==> src/qcb_pkg.sv <==
// Package of constants and types for the channel pair configuration bank.
package qcb_pkg;

    // ************************************************************
    // Register map
    // ************************************************************
    localparam int unsigned NUM_WORDS        = 10;
    localparam int unsigned FIRST_CHANNEL    = 13;
    localparam logic [7:0]  IDX_PAIR_13_14   = 8'h8e;
    localparam logic [7:0]  IDX_PAIR_15_16   = 8'h8f;
    localparam logic [7:0]  IDX_PAIR_17_18   = 8'h90;
    localparam logic [7:0]  IDX_PAIR_19_20   = 8'h91;
    localparam logic [7:0]  IDX_PAIR_21_22   = 8'h92;
    localparam logic [7:0]  IDX_PAIR_23_24   = 8'h93;
    localparam logic [7:0]  IDX_PAIR_25_26   = 8'h94;
    localparam logic [7:0]  IDX_PAIR_27_28   = 8'h95;
    localparam logic [7:0]  IDX_PAIR_29_30   = 8'h96;
    localparam logic [7:0]  IDX_PAIR_31_32   = 8'h97;
    localparam logic [7:0]  IDX_FIRST        = IDX_PAIR_13_14;
    localparam logic [7:0]  IDX_LAST         = IDX_PAIR_31_32;
    localparam int unsigned ADDR_W           = 10;
    localparam logic [31:0] UNMAPPED_DATA    = 32'h0000_0000;

    // ************************************************************
    // Field layout, per half word
    // ************************************************************
    localparam int unsigned UPPER_BASE       = 16;
    localparam int unsigned LOWER_BASE       = 0;
    localparam int unsigned SLOT_POS         = 0;
    localparam int unsigned SLOT_W           = 8;
    localparam int unsigned MUTE_POS         = 9;
    localparam int unsigned LOCAL_RST_POS    = 10;
    localparam int unsigned GLOBAL_EN_POS    = 11;
    localparam logic [31:0] WRITABLE_MASK    = 32'h0eff_0eff;
    localparam logic [31:0] WORD_RESET       = 32'h0200_0200;
    localparam logic        MUTE_RESET       = 1'h1;
    localparam logic        GLOBAL_EN_RESET  = 1'h0;
    localparam logic [7:0]  SLOT_RESET       = 8'h00;

    // Stored settings of one channel.
    typedef struct packed {
        logic       global_en;
        logic       mute;
        logic [7:0] slot;
    } qcb_chan_cfg_t;

    // Avalon-MM request from the master.
    typedef struct packed {
        logic [ADDR_W-1:0] address;
        logic              read;
        logic              write;
        logic [3:0]        byteenable;
        logic [31:0]       writedata;
    } qcb_req_t;

endpackage : qcb_pkg
==> src/qcb_bank.sv <==
// Top of the channel pair configuration bank behind an Avalon-MM slave.
//
// Functional notes
// - Mute bits 25 and 9; one mutes.
// - Reset leaves both mutes set, rest zero.
// - Local FIFO reset bit gives one pulse.
// - Bits 27 and 11 store global reset enable.
// - Eight-bit time slot per channel half.
// - Reserved bits zero; odd channel low half.
`timescale 1ns/1ps
`default_nettype none
module qcb_bank #(
    parameter int unsigned NUM_WORDS = qcb_pkg::NUM_WORDS  // Channel pair words.
) (
    input  wire logic                     clock,              // 50 MHz register clock.
    input  wire logic                     rst,                // Asynchronous reset, active high.
    input  wire logic [qcb_pkg::ADDR_W-1:0] avs_address,      // Byte address.
    input  wire logic                     avs_read,           // Read request.
    input  wire logic                     avs_write,          // Write request.
    input  wire logic [3:0]               avs_byteenable,     // Byte lanes.
    input  wire logic [31:0]              avs_writedata,      // Write data.
    output logic [31:0]                   avs_readdata,       // Read data.
    output logic                          avs_waitrequest,    // Stall, low when answered.
    output logic                          avs_readdatavalid,  // Read answer pulse.
    output logic [2*NUM_WORDS-1:0]        chan_mute,          // One per channel, 1 = off.
    output logic [2*NUM_WORDS-1:0]        chan_global_en,     // Global FIFO reset enable.
    output logic [2*NUM_WORDS*8-1:0]      chan_slot,          // Time slot per channel.
    output logic [2*NUM_WORDS-1:0]        chan_fifo_reset     // Local FIFO reset pulses.
);

    // ************************************************************
    // Address decode
    // ************************************************************
    function automatic logic word_hit(input logic [qcb_pkg::ADDR_W-1:0] addr,
                                      input int unsigned idx);
        logic [31:0] full;
        full = (32'(qcb_pkg::IDX_FIRST) + idx) * 32'h4;
        word_hit = (addr == full[qcb_pkg::ADDR_W-1:0]);
    endfunction : word_hit

    qcb_pkg::qcb_req_t          req;
    logic                       answered;
    logic [NUM_WORDS-1:0]       hit;
    logic [NUM_WORDS-1:0]       wr_en;
    logic [31:0]                next_readdata;
    qcb_pkg::qcb_chan_cfg_t     cfg [2*NUM_WORDS];
    logic [2*NUM_WORDS-1:0]     pulse;

    assign req.address    = avs_address;
    assign req.read       = avs_read;
    assign req.write      = avs_write;
    assign req.byteenable = avs_byteenable;
    assign req.writedata  = avs_writedata;

    // ************************************************************
    // Channel words
    // ************************************************************
    genvar w;
    generate
        for (w = 0; w < NUM_WORDS; w++) begin : g_word
            assign hit[w]   = word_hit(req.address, w);
            assign wr_en[w] = hit[w] && req.write && answered;

            // Odd channel in the low half, even channel in the high half.
            qcb_channel_half u_lower (
                .clock      (clock),
                .rst        (rst),
                .wr_en      (wr_en[w]),
                .wr_half    (req.writedata[15:0]),
                .wr_lanes   (req.byteenable[1:0]),
                .cfg        (cfg[2*w]),
                .fifo_pulse (pulse[2*w])
            );
            qcb_channel_half u_upper (
                .clock      (clock),
                .rst        (rst),
                .wr_en      (wr_en[w]),
                .wr_half    (req.writedata[31:16]),
                .wr_lanes   (req.byteenable[3:2]),
                .cfg        (cfg[2*w+1]),
                .fifo_pulse (pulse[2*w+1])
            );
        end
    endgenerate

    // ************************************************************
    // Bus handshake
    // ************************************************************
    // Each request waits one cycle; waitrequest drops for one cycle to answer.
    always_ff @(posedge clock or posedge rst) begin
        if (rst) begin
            answered <= 1'h0;
        end else begin
            answered <= (req.read || req.write) && !answered;
        end
    end

    always_comb begin
        next_readdata = qcb_pkg::UNMAPPED_DATA;
        for (int i = 0; i < NUM_WORDS; i++) begin
            if (hit[i]) begin
                next_readdata = qcb_pkg::WRITABLE_MASK & {
                    4'h0, cfg[2*i+1].global_en, 1'h0, cfg[2*i+1].mute, 1'h0,
                    cfg[2*i+1].slot,
                    4'h0, cfg[2*i].global_en, 1'h0, cfg[2*i].mute, 1'h0,
                    cfg[2*i].slot};
            end
        end
    end

    always_ff @(posedge clock or posedge rst) begin
        if (rst) begin
            avs_waitrequest <= 1'h1;
        end else begin
            avs_waitrequest <= !((req.read || req.write) && !answered);
        end
    end

    always_ff @(posedge clock or posedge rst) begin
        if (rst) begin
            avs_readdata      <= 32'h0000_0000;
            avs_readdatavalid <= 1'h0;
        end else begin
            avs_readdatavalid <= req.read && !answered;
            if (req.read && !answered) begin
                avs_readdata <= next_readdata;
            end
        end
    end

    // ************************************************************
    // Channel outputs
    // ************************************************************
    genvar c;
    generate
        for (c = 0; c < 2*NUM_WORDS; c++) begin : g_out
            always_ff @(posedge clock or posedge rst) begin
                if (rst) begin
                    chan_mute[c]          <= qcb_pkg::MUTE_RESET;
                    chan_global_en[c]     <= qcb_pkg::GLOBAL_EN_RESET;
                    chan_slot[c*8 +: 8]   <= qcb_pkg::SLOT_RESET;
                    chan_fifo_reset[c]    <= 1'h0;
                end else begin
                    chan_mute[c]          <= cfg[c].mute;
                    chan_global_en[c]     <= cfg[c].global_en;
                    chan_slot[c*8 +: 8]   <= cfg[c].slot;
                    chan_fifo_reset[c]    <= pulse[c];
                end
            end
        end
    endgenerate

endmodule : qcb_bank
`default_nettype wire

==> src/qcb_channel_half.sv <==
// One channel's settings and its local FIFO reset pulse.
`timescale 1ns/1ps
`default_nettype none
module qcb_channel_half (
    input  wire logic                   clock,      // Register clock.
    input  wire logic                   rst,        // Asynchronous reset, active high.
    input  wire logic                   wr_en,      // Write strobe for this half.
    input  wire logic [15:0]            wr_half,    // Write data for this half.
    input  wire logic [1:0]             wr_lanes,   // Byte enables for this half.
    output qcb_pkg::qcb_chan_cfg_t      cfg,        // Stored settings.
    output logic                        fifo_pulse  // One-cycle local FIFO reset.
);

    // ************************************************************
    // Stored fields
    // ************************************************************
    always_ff @(posedge clock or posedge rst) begin
        if (rst) begin
            cfg.mute      <= qcb_pkg::MUTE_RESET;
            cfg.global_en <= qcb_pkg::GLOBAL_EN_RESET;
            cfg.slot      <= qcb_pkg::SLOT_RESET;
        end else if (wr_en) begin
            if (wr_lanes[0]) begin
                cfg.slot <= wr_half[qcb_pkg::SLOT_POS +: qcb_pkg::SLOT_W];
            end
            if (wr_lanes[1]) begin
                cfg.mute      <= wr_half[qcb_pkg::MUTE_POS];
                cfg.global_en <= wr_half[qcb_pkg::GLOBAL_EN_POS];
            end
        end
    end

    // ************************************************************
    // Self-clearing local reset
    // ************************************************************
    always_ff @(posedge clock or posedge rst) begin
        if (rst) begin
            fifo_pulse <= 1'h0;
        end else begin
            fifo_pulse <= wr_en && wr_lanes[1] && wr_half[qcb_pkg::LOCAL_RST_POS];
        end
    end

endmodule : qcb_channel_half
`default_nettype wire

==> config.mk <==
export PLATFORM = sky130hd
export DESIGN_NAME = qcb_bank
export DESIGN_NICKNAME = d
export VERILOG_FILES = /design/src/qcb_pkg.sv /design/src/qcb_bank.sv /design/src/qcb_channel_half.sv
export SDC_FILE = /design/constraint.sdc
export NUM_CORES = 1
export LEC_CHECK = 0
export BUFFER_PORTS_ARGS = -buffer_cell sky130_fd_sc_hd__buf_2
export CAP_MARGIN = 20
export CORE_MARGIN = 2
export CORE_UTILIZATION = 55
export DETAILED_ROUTE_END_ITERATION = 6
export PLACE_DENSITY = 0.76
export SYNTH_ARGS = -nofsm -noshare
export SYNTH_HDL_FRONTEND = slang
export SYNTH_SLANG_ARGS = --single-unit
==> constraint.sdc <==
create_clock -name clock -period 23.7 [get_ports clock]
set_clock_uncertainty 0.1 [all_clocks]
set_input_delay 4.74 -clock clock [delete_from_list [all_inputs] [get_ports clock]]
set_output_delay 4.74 -clock clock [all_outputs]
set_load 0.02 [all_outputs]
; ---- After elaboration in Yosys (flattened, before gate mapping)
; Cells that the tools add are included.
; Widths: inputs -> output; s select.
[op_classes]
add_sub_neg = 0
mul = 0
div_mod_pow = 0
order_cmp = 0
eq_ne = 10
shifts = 0
muxes = 10
bitwise = 0
n_reduce_logical = 105
[ops]
columns = cell, count
row1 = $mux 28, 10
row2 = $eq 10x10->1 const B, 10
row3 = $reduce_and 2->1, 40
row4 = $logic_and 1x1->1, 62
row5 = $logic_not 1->1, 2
row6 = $logic_or 1x1->1, 1
[totals]
reg_bits = 475
latch_bits = 0
ramBits = 0
romBits = 0
inputBits = 50
out_inout_bits = 254
word_cells = 289
n_memories = 0

; ---- Depth between registers and ports, before layout
[depth]
word_depth = 11
mapped_depth = 8
depth_no_buf = 6

; ---- Hierarchy
; A second synthesis with hierarchy kept.
[unflattened]
cells_unflattened = 1125
area_unflattened_um2 = 16898.7
[by_module_without_submodules]
columns = module, instances, cells_per_inst, area_per_inst_um2, seq_area_each_um2
row1 = qcb_bank, 1, 625, 8590.7, 6107.1
row2 = qcb_channel_half, 20, 25, 415.4, 276.5

; ---- Worst setup path after synthesis
; No wires, ideal clock.
[synth_timing]
path_kind = input-to-reg
startpoint = input port avs_address[7] in the netlist's numbering
endpoint = register g_word[1].u_lower.cfg[0] (netlist name)
setup_time_ns = 0.125
arrival_ns = 6.272
required_ns = 23.475
setup_slack_ns = 17.203
path_stages = 5
path_buffers = 1
cell_sequence = or3b_1 -> or3_1 -> buf_2 -> nor3_4 -> mux2_2
[synth_via]
elab_chain_len = 4
[synth_rtl]
columns = item, line
row1 = from (decl), qcb_bank.sv:17  ; input wire logic [qcb_pkg::ADDR_W-1:0] avs_address,
row2 = $eq 10x10->1, qcb_bank.sv:38  ; word_hit = (addr == full[qcb_pkg::ADDR_W-1:0]);
row3 = $logic_and 1x1->1 (2 in a row), qcb_bank.sv:62  ; assign wr_en[w] = hit[w] && req.write && answered;
row4 = $reduce_and 2->1 (no source line), --
; Every way passes these cells.
; A chain may end at the register's enable or synchronous reset.

; ---- Final worst setup path
[layout_timing]
startpoint = input port avs_address[2] in the netlist's numbering
endpoint = register g_word[0].u_upper.cfg[3] (netlist name)
[layout_via]
elab_chain_len = 4
[layout_rtl]
columns = item, line
row1 = $eq 10x10->1, qcb_bank.sv:38
row2 = $logic_and 1x1->1 (2 in a row), qcb_bank.sv:62
row3 = $reduce_and 2->1 (no source line), --
; Every way passes these cells.

==> flow_summary.ini <==
[clocking]
cts_sinks = 463
cts_buffers = 45
root_buffer = clkbuf_16
cts-resized-gates = 0
insertion_delay_ps = 530
cts_setup_buffers = 0
tritoncts = yes
clk_path_buf_depth = 3
htree_levels = 2
clk_pin_slew_worst_paths_ps = 60
cts_hold_buf = 0

[power_and_ir_drop]
power_density_nw_per_um2 = 77.3
swShare_pct = 22.7
seqPwrFrac_pct = 51.1
pwr-share-comb_pct = 5.6
p_sw_w = 0.000358
p_leak_nw = 10.8
internal_power_w = 0.00122
max-vdd-ir-drop_mv = 0.0525
p_clk_share_pct = 43.3

[final_layout]
nets = 1565
final_core_util_pct = 66.2
layout-drive-gt1-share_pct = 40.9
finalNonFillerCells = 1940
area_growth_pct = 18.1
fillers = 2240
diodes = 0

[critical_path]
endpoint_kind = flop
crit_start = avs_address[2]
path_common_cell = buf_4
path_buf_inv = 3
path_max_fanout = 67
cp_slowest_cell = nor2_1
crit_chain = buf_4 > buf_4 > nand2b_1 > nor2_1 > buf_4 > and3_1 > mux2_2
slowest_delay_ps = 700
regToRegStartpoint = answered
crit_family = simple AND/OR/NAND/NOR gates
arrival_ps = 7930
crit_type = in2reg
cp-start-kind = input port
required_ps = 24010

[floorplan]
rows = 64
io_pins = 304
start_util_pct = 56.1
dieHeight_um = 181
dieWidth_um = 181
die-area_um2 = 32800
core_um2 = 30700

[sta]
hold_viol_final = 0
rsz0062_at_grt = no
post-route-period-util_pct = 32.2
tns_ps = 0
clock.fmax_mhz = 131
worst_slew_pin_slew_ps = 1170
timing.hold.ws_ps = 246
setup_viol = 0
maxSlewViolCount = 0
period_needed_ps = 7620
slew_headroom_pct = 22.2

[route]
drtPass1Iterations = 7
vias_per_cell = 5.91
vias = 11500
wl_per_cell_um = 24.1
drt_iter0_markers = 995
drc = 0
antenna_left = 0
routed_wl_mm = 46.7

[global_route]
grt_max_degree = 141
grt_pass1_wl_mm = 71.2
use_met1_pct = 40.9
grt_pass1_vias = 11500
antenna_found_initial = 0
gr-total-overflow = 0
grt.busiest_layer = met2
grt_usage_pct = 28.8
gr-usage-met3_pct = 5.85
grt_use_met2_pct = 45.0

[placed_design]
io_buffers = 281
routabilityCongestion = 0.875
dp.cells = 1862
hpwl_mm = 30.3

[min_path]
min-delay-path-class = reg2reg
hold_start = g_word[3].u_upper.fifo_pulse

[synth]
synth.avg_cell_area_um2 = 13.7
yosysUniqueCellTypes = 48
yosys_warnings = 0
post-synth-top-count-cell = dfrtp_1
async_reset_ff_share_pct = 100
synth_edf_count = 0
ys_seq_area_share_pct = 67.5
synth_top_area_cell = dfrtp_1
synthTopCellsByCount = dfrtp_1, mux2_2, nor2_1, o21ai_0, a21oi_1
synth_seq_cells = 463
synth.area.top_cells = dfrtp_1, mux2_2, dfstp_2
synthFlopType = dfrtp_1
synth_cells = 1255
synth_area_um2 = 17200
netlist.area_leader.share_pct = 61.3

[run]
cap_viol_max_count = 0

[run_status]
status = completed
-- routing by layer --
metal / routed length, um / vias up / part of all wire, %
li1: - / 4915 / -
met1: 19500 / 5889 / 42
met2: 22000 / 582 / 47
met3: 3860 / 80 / 8.3
met4: 1360 / 0 / 2.9
met5: 0 / - / 0
-- through the flow --
stage | area (um2) | worst slack [ps] | power (W)
detailed placement | 18900 | 15560 | 0.000905
finish | 20400 | 16080 | 0.00157
global route | 20400 | 15990 | 0.00162
global placement | 18900 | 15610 | 0.000904
CTS | 20300 | 16100 | 0.00158
floorplan | 17300 | 6020 | 0.000875
-- placed cells by master, fill, tap and decap left out, drive strengths merged, types with 3 or more instances in the layout --
cell / netlist / layout
and3: 9 / 9
inv: 5 / 5
a211oi: 16 / 16
nand2b: 22 / 22
o32ai: 33 / 33
nor4: 3 / 3
o21ai: 91 / 91
mux2: 204 / 204
dfstp: 41 / 41
nor2: 91 / 91
clkbuf: 44 / 63
nand2: 49 / 49
o221ai: 7 / 7
buf: 59 / 305
nand3: 16 / 16
a21oi: 56 / 56
dfrtp: 422 / 422
mux2i: 33 / 33
clkinv: 1 / 12
nor3: 17 / 17
conb: 1 / 12
mux4: 3 / 3
a32oi: 5 / 5
-- layout make-up --
cell class | count | area, um2 | share of cell area, %
clock inverters | 13 | 118 | 0.578
inverters | 6 | 30.0 | 0.147
well taps | 396 | 495 | 2.43
clock buffers | 63 | 1270 | 6.26
flip-flops and latches | 463 | 11600 | 57.2
multi-input cells | 694 | 5180 | 25.4
repair buffers | 305 | 1630 | 8.00
-- final timing paths --
kind	to	slack (ps)	depth (start not counted)
setup / recovery	g_word[0].u_upper.cfg[3]	16080	7
hold / removal	chan_fifo_reset[7]	250	0
hold reg to reg	chan_fifo_reset[7]	250	0
max in group asynchronous	g_word[6].u_upper.cfg[2]	17620	3
setup reg to reg	avs_readdata[4]	21200	6
min in group asynchronous	chan_slot[15]	4290	2
-- power groups by stage --
stage | clock (W) | sequential [W] | combinational, W
after CTS | 0.000688 | 0.000804 | 0.0000875
after detailed placement | 0 | 0.000818 | 0.0000872
after global routing | 0.000724 | 0.000804 | 0.0000973
final | 0.000681 | 0.000804 | 0.0000887
after global placement | 0 | 0.000818 | 0.0000857
after floorplan | 0 | 0.000824 | 0.0000514
-- cells by family after synthesis --
logic type | Yosys count | synth area share (%)
multiplexers | 240 | 15.6
AND/OR/NAND/NOR | 220 | 6.15
buffers and inverters | 109 | 2.76
other | 1 | 0.0218
flip-flops | 463 | 67.5
AO/OA/AOI/OAI | 222 | 7.92
-- state kept, by name (all words and copies together), names as in the netlist --
signal	cells
chan_fifo_reset	20
avs_waitrequest	1
chan_global_en	20
answered	1
g_word.u_upper.fifo_pulse	10
g_word.u_lower.cfg	100
avs_readdatavalid	1
chan_mute	20
avs_readdata	20
chan_slot	160
g_word.u_lower.fifo_pulse	10
g_word.u_upper.cfg	100
(Power assumes the default switching activity.)
